`src/tirp_regs.svh`:
```
// register offsets, record field layout and fixed sizes for the record processor
`ifndef TIRP_REGS_SVH
`define TIRP_REGS_SVH

`define TIRP_ADDR_W          8
`define TIRP_OFF_CTRL        8'h00
`define TIRP_OFF_STATUS      8'h04
`define TIRP_OFF_MEAS_CNT    8'h08
`define TIRP_OFF_DROP_CNT    8'h0C

`define TIRP_CTRL_EN_BIT     0
`define TIRP_CTRL_FMT_BIT    1
`define TIRP_CTRL_CHAN_BIT   2
`define TIRP_CTRL_ARM_LSB    4
`define TIRP_CTRL_ARM_MSB    7
`define TIRP_CTRL_RESET      32'h00000000
`define TIRP_CTRL_MASK       32'h000000F7

`define TIRP_EV_W            16
`define TIRP_TIME_W          22
`define TIRP_INT_W           8
`define TIRP_REC_W           64
`define TIRP_FIFO_DEPTH      16
`define TIRP_LVL_W           5

`define TIRP_REC_F0_MSB      63
`define TIRP_REC_F0_LSB      48
`define TIRP_REC_F1_MSB      47
`define TIRP_REC_F1_LSB      32
`define TIRP_REC_TIME_MSB    31
`define TIRP_REC_TIME_LSB    10
`define TIRP_REC_INT_MSB     9
`define TIRP_REC_INT_LSB     2
`define TIRP_REC_BS_BIT      1
`define TIRP_REC_INH_BIT     0
`define TIRP_UNUSED_FIELD    16'h0000

`endif

```
`src/tirp_pkg.sv`:
```
// types shared by the record processor modules
package tirp_pkg;
    typedef enum logic [1:0] {
        ST_WAIT_START = 2'b00,
        ST_WAIT_STOP  = 2'b01,
        ST_EMIT_START = 2'b10,
        ST_EMIT_STOP  = 2'b11
    } pair_state_e;

    typedef enum logic [3:0] {
        ARM_AUTOMATIC     = 4'h0,
        ARM_EDGE_HOLDOFF  = 4'h1,
        ARM_INTERVAL_SMP  = 4'h2,
        ARM_RANDOM_SMP    = 4'h3,
        ARM_EDGE_INTERVAL = 4'h4,
        ARM_EDGE_RANDOM   = 4'h5,
        ARM_REP_EDGE      = 4'h6,
        ARM_TIME_HOLDOFF  = 4'h7,
        ARM_EVENT_HOLDOFF = 4'h8
    } arm_mode_e;

    typedef enum logic {
        FMT_SINGLE = 1'b0,
        FMT_DUAL   = 1'b1
    } rec_fmt_e;
endpackage

```
`src/rec_stream_if.sv`:
```
// record stream between the pairing logic and the record fifo
interface rec_stream_if;
    logic        valid;
    logic        ready;
    logic [63:0] data;
    logic [4:0]  level;

    modport src
    (
        output valid,
        output data,
        input  ready,
        input  level
    );
    modport snk
    (
        input  valid,
        input  data,
        output ready,
        output level
    );
endinterface

```
`src/rec_fifo.sv`:
```
// record fifo with registered read side
module rec_fifo #(
    parameter int WIDTH = 64,
    parameter int DEPTH = 16
) (
    // clock and reset
    input  wire logic             clk_sys,
    input  wire logic             rst,
    // fill side
    rec_stream_if.snk             wr,
    // drain side
    output logic                  out_valid,
    input  wire logic             out_ready,
    output logic [WIDTH-1:0]      out_data
);
    localparam int PW = $clog2(DEPTH);

    logic [WIDTH-1:0] mem_q [DEPTH];
    logic [PW-1:0]    wr_ptr_q;
    logic [PW-1:0]    rd_ptr_q;
    logic [PW:0]      cnt_q;
    logic             push;
    logic             pop;

    assign wr.ready = (cnt_q < (PW+1)'(DEPTH));
    assign wr.level = 5'(cnt_q);
    assign push     = wr.valid && wr.ready;
    // refill the output stage whenever it is free or being taken
    assign pop      = (cnt_q != '0) && (!out_valid || out_ready);

    always_ff @(posedge clk_sys)
    begin
        if (push)
        begin
            mem_q[wr_ptr_q] <= wr.data;
        end
    end

    always_ff @(posedge clk_sys or posedge rst)
    begin
        if (rst)
        begin
            wr_ptr_q <= '0;
            rd_ptr_q <= '0;
            cnt_q    <= '0;
        end
        else
        begin
            if (push)
            begin
                wr_ptr_q <= wr_ptr_q + 1'b1;
            end
            if (pop)
            begin
                rd_ptr_q <= rd_ptr_q + 1'b1;
            end
            cnt_q <= cnt_q + (PW+1)'(push) - (PW+1)'(pop);
        end
    end

    always_ff @(posedge clk_sys or posedge rst)
    begin
        if (rst)
        begin
            out_valid <= 1'b0;
            out_data  <= '0;
        end
        else if (pop)
        begin
            out_valid <= 1'b1;
            out_data  <= mem_q[rd_ptr_q];
        end
        else if (out_ready)
        begin
            out_valid <= 1'b0;
        end
    end
endmodule // rec_fifo

```
`src/tirp_top.sv`:
```
// time interval record formatter: pairs samples and emits binary records
// Function
// RULE1 - Each measurement is emitted as exactly two records, the start record followed by its stop record.
// RULE2 - The single-channel record carries event count, unused field, coarse time, fine count, group-begin and inhibit.
// RULE3 - The two-channel start record holds unused field then start-channel events, the stop record stop-channel events then unused field.
// RULE4 - The two-channel layout is produced under automatic, edge holdoff, interval, random, edge/interval, edge/random and repetitive edge arming.
// RULE5 - The consumer adds the event overflow correction to every event count from the first one smaller than its predecessor onward.
// RULE6 - The consumer adds the time overflow correction to every coarse time count from the first one smaller than its predecessor onward.
// RULE7 - The consumer forms a time stamp as corrected coarse count times 2 ns minus fine count times 0.1 ns.
// RULE8 - The consumer adds a setup path offset to every stop time stamp and leaves start stamps alone.
// RULE9 - The consumer takes the interval as corrected stop stamp minus start stamp of the same measurement.
// RULE10 - For the preceding format the consumer counts missed stop events as next stop stamp minus this stop stamp minus 1.
// RULE11 - In single-channel form the consumer counts missed events as next start stamp minus this stop stamp minus 1.
// RULE12 - In two-channel form the consumer counts missed start events as start events between successive starts minus 1.
// RULE13 - In two-channel form the consumer counts missed stop events as stop events between successive stops minus 1.
// RULE14 - The consumer learns which input supplies start and which supplies stop before reading two-channel records.
// RULE15 - The consumer unwinds rollovers before merging fine counts or adding the path offset.
`include "tirp_regs.svh"

module tirp_top
    import tirp_pkg::*;
(
    // clock and reset
    input  wire logic                    clk_sys,
    input  wire logic                    rst,
    // register port
    input  wire logic [`TIRP_ADDR_W-1:0] reg_addr,
    input  wire logic [31:0]             reg_wdata,
    input  wire logic                    reg_wr,
    input  wire logic                    reg_rd,
    output logic [31:0]                  reg_rdata,
    // sample capture
    input  wire logic                    smp_valid,
    input  wire logic                    smp_is_stop,
    input  wire logic [`TIRP_EV_W-1:0]   smp_ev_a,
    input  wire logic [`TIRP_EV_W-1:0]   smp_ev_b,
    input  wire logic [`TIRP_TIME_W-1:0] smp_time,
    input  wire logic [`TIRP_INT_W-1:0]  smp_int,
    input  wire logic                    smp_block_start,
    input  wire logic                    smp_inhibit,
    output logic                         smp_ready,
    // record stream out
    output logic                         rec_valid,
    input  wire logic                    rec_ready,
    output logic [`TIRP_REC_W-1:0]       rec_data
);
    rec_stream_if push_if ();

    logic [31:0]            ctrl_q;
    logic [31:0]            meas_cnt_q;
    logic [31:0]            drop_cnt_q;
    pair_state_e            state_q;
    pair_state_e            state_d;
    logic [`TIRP_REC_W-1:0] start_rec_q;
    logic [`TIRP_REC_W-1:0] stop_rec_q;
    logic [`TIRP_REC_W-1:0] smp_rec;
    logic                   en;
    rec_fmt_e               fmt;
    logic                   start_on_b;
    arm_mode_e              arm;
    logic                   cfg_ok;
    logic                   take;
    logic                   pushed;
    logic [`TIRP_EV_W-1:0]  ev_start;
    logic [`TIRP_EV_W-1:0]  ev_stop;

    assign en         = ctrl_q[`TIRP_CTRL_EN_BIT];
    assign fmt        = rec_fmt_e'(ctrl_q[`TIRP_CTRL_FMT_BIT]);
    assign start_on_b = ctrl_q[`TIRP_CTRL_CHAN_BIT];
    assign arm        = arm_mode_e'(ctrl_q[`TIRP_CTRL_ARM_MSB:`TIRP_CTRL_ARM_LSB]);

    // the chosen layout must match the arming mode, otherwise nothing is taken
    always_comb
    begin
        cfg_ok = 1'b0;
        if (fmt == FMT_DUAL)
        begin
            cfg_ok = (arm inside {ARM_AUTOMATIC, ARM_EDGE_HOLDOFF, ARM_INTERVAL_SMP, ARM_RANDOM_SMP,
                                  ARM_EDGE_INTERVAL, ARM_EDGE_RANDOM, ARM_REP_EDGE}); // RULE4
        end
        else
        begin
            cfg_ok = (arm inside {ARM_TIME_HOLDOFF, ARM_EVENT_HOLDOFF});
        end
    end

    // channel mapping decides which counter feeds the start and stop slots
    assign ev_start = start_on_b ? smp_ev_b : smp_ev_a; // RULE14
    assign ev_stop  = start_on_b ? smp_ev_a : smp_ev_b;

    always_comb
    begin
        smp_rec = '0;
        smp_rec[`TIRP_REC_TIME_MSB:`TIRP_REC_TIME_LSB] = smp_time;
        smp_rec[`TIRP_REC_INT_MSB:`TIRP_REC_INT_LSB]   = smp_int;
        smp_rec[`TIRP_REC_BS_BIT]                      = smp_block_start;
        smp_rec[`TIRP_REC_INH_BIT]                     = smp_inhibit;
        if (fmt == FMT_SINGLE)
        begin
            // single input: the measured channel's counter, then the unused field
            smp_rec[`TIRP_REC_F0_MSB:`TIRP_REC_F0_LSB] = ev_start; // RULE2
            smp_rec[`TIRP_REC_F1_MSB:`TIRP_REC_F1_LSB] = `TIRP_UNUSED_FIELD;
        end
        else if (!smp_is_stop)
        begin
            smp_rec[`TIRP_REC_F0_MSB:`TIRP_REC_F0_LSB] = `TIRP_UNUSED_FIELD; // RULE3
            smp_rec[`TIRP_REC_F1_MSB:`TIRP_REC_F1_LSB] = ev_start;
        end
        else
        begin
            smp_rec[`TIRP_REC_F0_MSB:`TIRP_REC_F0_LSB] = ev_stop; // RULE3
            smp_rec[`TIRP_REC_F1_MSB:`TIRP_REC_F1_LSB] = `TIRP_UNUSED_FIELD;
        end
    end

    assign take   = smp_valid && smp_ready;
    assign pushed = push_if.valid && push_if.ready;

    // start is held back until its stop arrives, so a pair is never split
    always_comb
    begin
        state_d = state_q;
        unique case (state_q)
            ST_WAIT_START:
            begin
                if (take && !smp_is_stop)
                begin
                    state_d = ST_WAIT_STOP; // RULE1
                end
            end
            ST_WAIT_STOP:
            begin
                if (take && smp_is_stop)
                begin
                    state_d = ST_EMIT_START; // RULE1
                end
            end
            ST_EMIT_START:
            begin
                if (pushed)
                begin
                    state_d = ST_EMIT_STOP;
                end
            end
            ST_EMIT_STOP:
            begin
                if (pushed)
                begin
                    state_d = ST_WAIT_START;
                end
            end
        endcase
    end

    always_ff @(posedge clk_sys or posedge rst)
    begin
        if (rst)
        begin
            state_q <= ST_WAIT_START;
        end
        else
        begin
            state_q <= state_d;
        end
    end

    always_ff @(posedge clk_sys or posedge rst)
    begin
        if (rst)
        begin
            start_rec_q <= '0;
            stop_rec_q  <= '0;
        end
        else if (take)
        begin
            // a later start replaces an unmatched one
            if (!smp_is_stop)
            begin
                start_rec_q <= smp_rec;
            end
            else if (state_q == ST_WAIT_STOP)
            begin
                stop_rec_q <= smp_rec;
            end
        end
    end

    // leaves room for both records of a pair before taking a start; a push landing now counts too
    always_ff @(posedge clk_sys or posedge rst)
    begin
        if (rst)
        begin
            smp_ready <= 1'b0;
        end
        else
        begin
            smp_ready <= en && cfg_ok && (state_d inside {ST_WAIT_START, ST_WAIT_STOP})
                         && ((push_if.level + 5'(pushed)) <= 5'(`TIRP_FIFO_DEPTH - 2));
        end
    end

    assign push_if.valid = (state_q == ST_EMIT_START) || (state_q == ST_EMIT_STOP);
    assign push_if.data  = (state_q == ST_EMIT_STOP) ? stop_rec_q : start_rec_q; // RULE1

    rec_fifo #(
        .WIDTH (`TIRP_REC_W),
        .DEPTH (`TIRP_FIFO_DEPTH)
    ) u_fifo (
        .clk_sys   (clk_sys),
        .rst       (rst),
        .wr        (push_if.snk),
        .out_valid (rec_valid),
        .out_ready (rec_ready),
        .out_data  (rec_data)
    );

    always_ff @(posedge clk_sys or posedge rst)
    begin
        if (rst)
        begin
            meas_cnt_q <= '0;
            drop_cnt_q <= '0;
        end
        else
        begin
            if (pushed && state_q == ST_EMIT_STOP)
            begin
                meas_cnt_q <= meas_cnt_q + 32'h00000001;
            end
            // stop without start, or a start that overwrites a held one
            if (take && ((smp_is_stop && state_q == ST_WAIT_START) || (!smp_is_stop && state_q == ST_WAIT_STOP)))
            begin
                drop_cnt_q <= drop_cnt_q + 32'h00000001;
            end
        end
    end

    always_ff @(posedge clk_sys or posedge rst)
    begin
        if (rst)
        begin
            ctrl_q <= `TIRP_CTRL_RESET;
        end
        else if (reg_wr && reg_addr == `TIRP_OFF_CTRL)
        begin
            ctrl_q <= reg_wdata & `TIRP_CTRL_MASK;
        end
    end

    always_ff @(posedge clk_sys or posedge rst)
    begin
        if (rst)
        begin
            reg_rdata <= '0;
        end
        else if (reg_rd)
        begin
            unique case (reg_addr)
                `TIRP_OFF_CTRL:     reg_rdata <= ctrl_q;
                `TIRP_OFF_STATUS:   reg_rdata <= {23'h000000, push_if.level, cfg_ok, start_on_b, 2'(state_q)};
                `TIRP_OFF_MEAS_CNT: reg_rdata <= meas_cnt_q;
                `TIRP_OFF_DROP_CNT: reg_rdata <= drop_cnt_q;
                default:            reg_rdata <= '0;
            endcase
        end
        else
        begin
            reg_rdata <= '0;
        end
    end
endmodule // tirp_top

```
`config.mk`:
```
export PLATFORM = sky130hd
export DESIGN_NAME = tirp_top
export DESIGN_NICKNAME = d
export VERILOG_FILES = /design/src/tirp_pkg.sv /design/src/rec_stream_if.sv /design/src/rec_fifo.sv /design/src/tirp_top.sv
export VERILOG_INCLUDE_DIRS = /design/src
export SDC_FILE = /design/constraint.sdc
export NUM_CORES = 2
export LEC_CHECK = 0
export BUFFER_PORTS_ARGS = -buffer_cell sky130_fd_sc_hd__buf_4
export CAP_MARGIN = 20
export CELL_PAD_IN_SITES_DETAIL_PLACEMENT = 1
export CELL_PAD_IN_SITES_GLOBAL_PLACEMENT = 2
export CORE_ASPECT_RATIO = 2
export CORE_MARGIN = 3
export CORE_UTILIZATION = 43
export CTS_CLUSTER_DIAMETER = 60
export CTS_CLUSTER_SIZE = 28
export DETAILED_ROUTE_END_ITERATION = 10
export GPL_TIMING_DRIVEN = 0
export PLACE_DENSITY = 0.86
export SETUP_SLACK_MARGIN = 0.05
export SKIP_LAST_GASP = 1
export SYNTH_ARGS = -nofsm -noshare
export SYNTH_HDL_FRONTEND = slang
export SYNTH_HIERARCHICAL = 1
export SYNTH_SLANG_ARGS = --single-unit
```
`constraint.sdc`:
```
create_clock -name clk_sys -period 7.7 [get_ports clk_sys]
set_input_delay 0.77 -clock clk_sys [delete_from_list [all_inputs] [get_ports clk_sys]]
set_output_delay 0.77 -clock clk_sys [all_outputs]
set_load 0.01 [all_outputs]
```
# Word level (Yosys, flattened, before mapping)
# Memory sizes are Yosys's and may differ from the RTL's. A register that Yosys moved wholly into a read port is not among the register bits.
# Cells that the tools add are included.
classes:
  n_lt_le_gt_ge: 2
  bitwise_logic: 1
  n_eq_ne: 15
  n_mux: 17
  n_reduce_logical: 29
  n_addsub: 6
op_table:
  columns: ["operator", "count"]
  rows:
  - ["$pmux W32 S4", 1]
  - ["$mux W32", 3]
  - ["$add A32 B1 Y32 const B", 2]
  - ["$mux W64", 1]
  - ["$mux W16", 2]
  - ["$eq A4 B3 Y1 const B", 4]
  - ["$eq A8 B4 Y1 const B", 2]
  - ["$logic_and A1 B1 Y1", 13]
  - ["$add A4 B1 Y4 const B", 2]
  - ["$eq A4 B2 Y1 const B", 2]
  - ["$eq A8 B3 Y1 const B", 1]
  - ["$logic_not A8 Y1", 1]
  - ["$mux W2", 4]
  - ["$pmux W2 S4", 1]
  - ["$reduce_bool A7 Y1", 1]
  - ["$reduce_bool A2 Y1", 3]
  - ["$add A5 B1 Y5", 1]
  - ["$le A5 B4 Y1 const B", 1]
  - ["$lt A5 B5 Y1 const B", 1]
  - ["$mux W1", 5]
  - ["$reduce_bool A5 Y1", 1]
  - ["$sub A5 B1 Y5", 1]
  - ["$eq A2 B1 Y1 const B", 2]
  - ["$eq A2 B2 Y1 const B", 2]
  - ["other kinds (9)", 13]
totals:
  ramBits: 1024
  output_inout_bits: 98
  memories: 1
  input_bits: 111
  elab_cells: 83
  reg_bits: 248
memory_table:
  columns: ["name", "depth", "width", "rd", "rd_ports_with_merged_regs", "wr", "line_no", "text"]
  rows:
  - ["u_fifo.mem_q", 16, 64, 1, 1, 1, "rec_fifo.sv:18", "logic [WIDTH-1:0] mem_q [DEPTH];"]

# Depth between registers and ports, before layout
logic_depth:
  ltp_word: 9
  mapped_depth: 14
  ltp_nobuf: 11

# Modules after synthesis
# The synthesis kept the hierarchy.
modules_own_cells:
  columns: ["module", "cells_each", "area_per_inst_um2", "seq_area_each_um2", "instances"]
  rows:
  - ["rec_fifo", 1798, 41642.4, 32701.4, 1]
  - ["tirp_top", 920, 10664.0, 5855.6, 1]

# Worst setup path after synthesis
# OpenSTA, ideal clock, no wires.
synth_timing:
  path_kind: "flip-flop to flip-flop"
  start: "reg state_q[1]"
  end: "mem u_fifo.mem_q[10][0], enable pin"
  setup_ns: 0.429
  t_arrival_ns: 2.790
  setup_slack_ns: 4.481
  path_stages_with_launch: 8
  t_required_ns: 7.271
  path_buffers: 3
  synth_period_minus_slack_ns: 3.219
  path_cell_list: "dfrtp_1 buf_4 clkbuf_1 nor2b_1 clkbuf_1 inv_1 nor3b_1 and2_1"
synth_between:
  elab_chain_cells: 5
  elab_cells_between_ends: 6
  classes_between: "eq/ne: 2; mux: 2; reduce/logical: 2"
synth_lines:
  columns: ["element", "line_no", "text"]
  rows:
  - ["start: declaration", "tirp_top.sv:52", "pair_state_e state_q;"]
  - ["start signal: assignment", "tirp_top.sv:163", "state_q <= state_d;"]
  - ["$eq A2 B2 Y1", "tirp_top.sv:202", "assign push_if.valid = (state_q == ST_EMIT_START) || (state_q == ST_EMIT_STOP);"]
  - ["$logic_or A1 B1 Y1 *", "tirp_top.sv:202", null]
  - ["net push_if.valid", "rec_stream_if.sv:3", "logic valid;"]
  - ["$logic_and A1 B1 Y1 *", "rec_fifo.sv:27", "assign push = wr.valid && wr.ready;"]
  - ["$mux W1 *", "rec_fifo.sv:33", "if (push)"]
  - ["$mux W1 (implied by the code) *", "rec_fifo.sv:35", "mem_q[wr_ptr_q] <= wr.data;"]
  - ["end: declaration", "rec_fifo.sv:18", null]
# The timed path passes the listed nets; every way through them passes the cells marked *.

# Worst setup path after layout
layout_timing:
  start: "reg u_fifo.cnt_q[2] (netlist: u_fifo/wr.level[2])"
  end: "reg u_fifo.cnt_q[4] (netlist: u_fifo/wr.level[4])"
layout_between:
  elab_cells_between_ends: 6
  classes_between: "add/sub: 2; order compare: 1; reduce/logical: 3"
layout_lines:
  columns: ["element", "line_no", "text"]
  rows:
  - ["start: declaration", "rec_fifo.sv:21", "logic [PW:0] cnt_q;"]
  - ["start signal: assignment", "rec_fifo.sv:57", "cnt_q <= cnt_q + (PW+1)'(push) - (PW+1)'(pop);"]
  - ["$reduce_bool A5 Y1", "rec_fifo.sv:29", "assign pop = (cnt_q != '0) && (!out_valid || out_ready);"]
  - ["$logic_and A1 B1 Y1", "rec_fifo.sv:29", null]
  - ["net u_fifo.pop", "rec_fifo.sv:23", "logic pop;"]
  - ["$sub A5 B1 Y5", "rec_fifo.sv:57", null]
# The timed path passes the listed nets, and every way through them passes these cells.
# A chain may end at the register's enable or synchronous reset.

==> results.toml <==
[cells_and_area]
nFillCells = 11012
post-route-util_pct = 48.1
drive_gt1_share_pct = 26.2
fin_area_um2 = 58000
finalNetCount = 3108
synthToLayoutAreaGrowth_pct = 10.9
final_cell_count_no_fill = 4579

[grt]
grt_pass1_wl_mm = 202
grt_max_degree = 124
grt_pass1_vias = 29876
antenna_found_initial = 4
grt_overflow = 0
grt_usage_pct = 22.0

[timing]
clock.fmax_mhz = 275
slew-limit-headroom_pct = 23.1
fin_crit_sh_pct = 47.2
rsz0062_at_grt = "false"
final_hold_viol_count = 0
period_needed_ns = 3.63
clock_skew_ns = 0.0352
slew_viol_final = 0
finalSetupViolations = 0
tightest_slew_ns = 1.15

[yosys]
syn_area_per_cell_um2 = 19.2
synthFlopType = "edfxtp_1"
netlist_area_um2 = 52300
synth_warnings = 6
synthCells = 2718
ys_types = 51
yosysSeqAreaShare_pct = 73.7
synth_edf_count = 1024
ys_ff_latch = 1336
syn-num-nets = 2845
synth_async_sr_flop_share_pct = 23.4

[placed_design]
place.port_buffers = 183
place_hpwl_mm = 90.9
postPlaceCellArea_um2 = 56200
placed_cells = 4469
routabilityCongestion = 0.791

[floorplan]
die_height_um = 499
rows = 180
die_area_um2 = 126000
ios = 209
die_w_um = 253
start_util_pct = 43.4
core_area_um2 = 120000

[setup_path]
critical_path_arrival_ns = 4.20
crit_path_frequent_cell = "ha_1"
max_stage_delay_ns = 0.52
worstPathRequired_ns = 8.27
crit_slowest_cell = "or4b_1"
critPathKind = "reg -> reg"
crit_fanout = 10
crit_path_start_kind = "register"
path_cells = "inv_1 > ha_1 > or4b_1 > buf_2 > and2_1 > clkbuf_2 > buf_2 > ha_1 > inv_1 > ha_1 > fa_1 > a21oi_1 > o21bai_1 > xnor2_1"
endpoint_kind = "register"
worst_path_dominant_cell_family = "adder cells"
worstPathBufferInverterCount = 5

[route]
vias = 27244
drtAntennaViolNets = 0
wire_per_inst_um = 30.3
detail_route.wirelength_mm = 139
vias_per_cell = 5.95
drtIter0Drc = 2353
drc = 0
dr.pass1.iters = 5

[clock_tree]
insertion_delay_ns = 0.68
htreeDepth = 2
cts_inserted_buffers = 57
clk_pin_slew_worst_paths_ns = 0.10
cts.repair.resized = 0
cts_setup_buffers = 0
cts_hold_buf = 0
cts-root-buf = "clkbuf_16"
cts_tree = "done"
clock-sinks = 1336
clockBufferDepth = 3

[run_status]
status = "finished, final reports clean"

[pwr]
irDropWorstVdd_uv = 190
p_leak_nw = 22.7
powerDensity_nw_per_um2 = 265

[min_path]
hp-class = "in -> async"

[job]
cap_violations = 0
## metal layers
metal  track usage, %  up-vias  wire (um)
li1                 -    11324          -
met1             25.4    14598      48600
met2             41.1     1063      75700
met3             3.65      257       9070
met4             7.58        2       5240
met5                0        -         13
## worst paths after layout
| path | from | end | slack (ns) | depth (start not counted) |
|---|---|---|---|---|
| hold reg to reg | meas_cnt_q[31]$_DFFE_PP0P_ | meas_cnt_q[31]$_DFFE_PP0P_ | 0.48 | 1 |
| min in group clk_sys | smp_int[7] | start_rec_q[9]$_DFFE_PP0P_ | 0.28 | 3 |
| hold / removal | rst | u_fifo/out_data[6]$_DFFE_PP0P_ | 0.17 | 2 |
| setup reg to reg | u_fifo/wr.level[2]$_DFF_PP0_ | u_fifo/wr.level[4]$_DFF_PP0_ | 4.07 | 14 |
| max in group asynchronous | rst | start_rec_q[43]$_DFFE_PP0P_ | 6.29 | 4 |
| setup / recovery | u_fifo/wr.level[2]$_DFF_PP0_ | u_fifo/wr.level[4]$_DFF_PP0_ | 4.07 | 14 |
## flip-flops by register name, summed over array words and instances, names as in the netlist, 5 cells and up
| register | cells |
|---|---|
| u_fifo/out_data | 64 |
| drop_cnt_q | 32 |
| u_fifo/mem_q | 1024 |
| start_rec_q | 64 |
| u_fifo/wr.level | 5 |
| meas_cnt_q | 32 |
| reg_rdata | 32 |
| ctrl_q | 7 |
| stop_rec_q | 64 |
## synth_stat cells, types with 7 or more instances
cell,number,area share [%]
a21oi_1,70,0.67
nand4_1,20,0.24
buf_6,7,0.15
nor3_1,7,0.067
a22o_1,16,0.27
a221oi_2,32,0.92
mux4_2,256,11
buf_1,26,0.19
nand2_1,134,0.96
mux2i_1,103,2.0
xor2_1,19,0.32
xnor2_1,56,0.94
dfrtp_1,312,15
buf_2,54,0.52
nor2_1,71,0.51
and2_1,23,0.28
ha_1,15,0.36
nand3_1,21,0.20
o22ai_1,81,0.97
a22oi_1,25,0.36
inv_1,17,0.12
mux2_2,140,3.0
a221oi_1,38,0.64
nor2b_1,20,0.24
and3_1,14,0.17
clkbuf_1,72,0.52
edfxtp_1,1024,59
## cells in the final DEF (no fill, tap or decap), drive strengths merged, types with 3 or more instances in the layout
cell type,synthesis,routed
mux2i,103,103
and4,4,4
xor2,19,19
mux4,256,256
and2,23,23
clkinv,0,5
a22o,16,16
diode,0,3
nand2b,5,5
a21oi,70,70
edfxtp,1024,1024
o22ai,81,81
buf,92,296
xnor2,56,56
nand3,21,21
a221oi,70,70
a22oi,25,25
or2,5,5
nand4,21,21
mux2,140,140
ha,15,15
and3,14,14
nand2,134,134
dfrtp,312,312
inv,17,23
nor3,9,9
nor2,72,72
nor4b,3,3
clkbuf,73,169
nor2b,20,20
## stage by stage
step                setup slack [ns]  TNS, ns  power (mW)  hold WS [ns]
finish                          4.07        0        15.4         0.166
global placement               -2.72  -619.37        11.8         0.451
floorplan                      0.512        0        10.4         0.440
CTS                             4.02        0        15.5         0.151
detailed placement              3.82        0        11.9         0.460
global route                    3.90        0        16.0         0.161
## layout make-up
class                   instances  area (um^2)  area share, %
diodes                          3         7.51         0.0129
plain buffers                 165          759           1.31
clock buffers                  96         1650           2.84
clock inverters                11          144          0.248
inverters                      17         76.3          0.132
multi-input cells            1200        13000           22.4
flip-flops and latches       1336        38600           66.5
well taps                    1547         1940           3.34
repair buffers                204         1920           3.31
## cells by family after synthesis
family | share of synthesized area (%)
simple gates | 3.14
mux | 16.0
buf+inv | 1.57
compound gates | 3.91
xor+xnor | 1.26
fa+ha+maj | 0.397
flops | 73.7
## report_power, final
part | internal [mW] | leakage (nW) | switching [mW]
clock | 1.51 | 0.853 | 2.20
sequential | 7.88 | 15.8 | 0.171
combinational | 1.44 | 6.03 | 2.18
total | 10.8 | 22.7 | 4.55
Note: power is estimated with default switching activity, not from simulation.
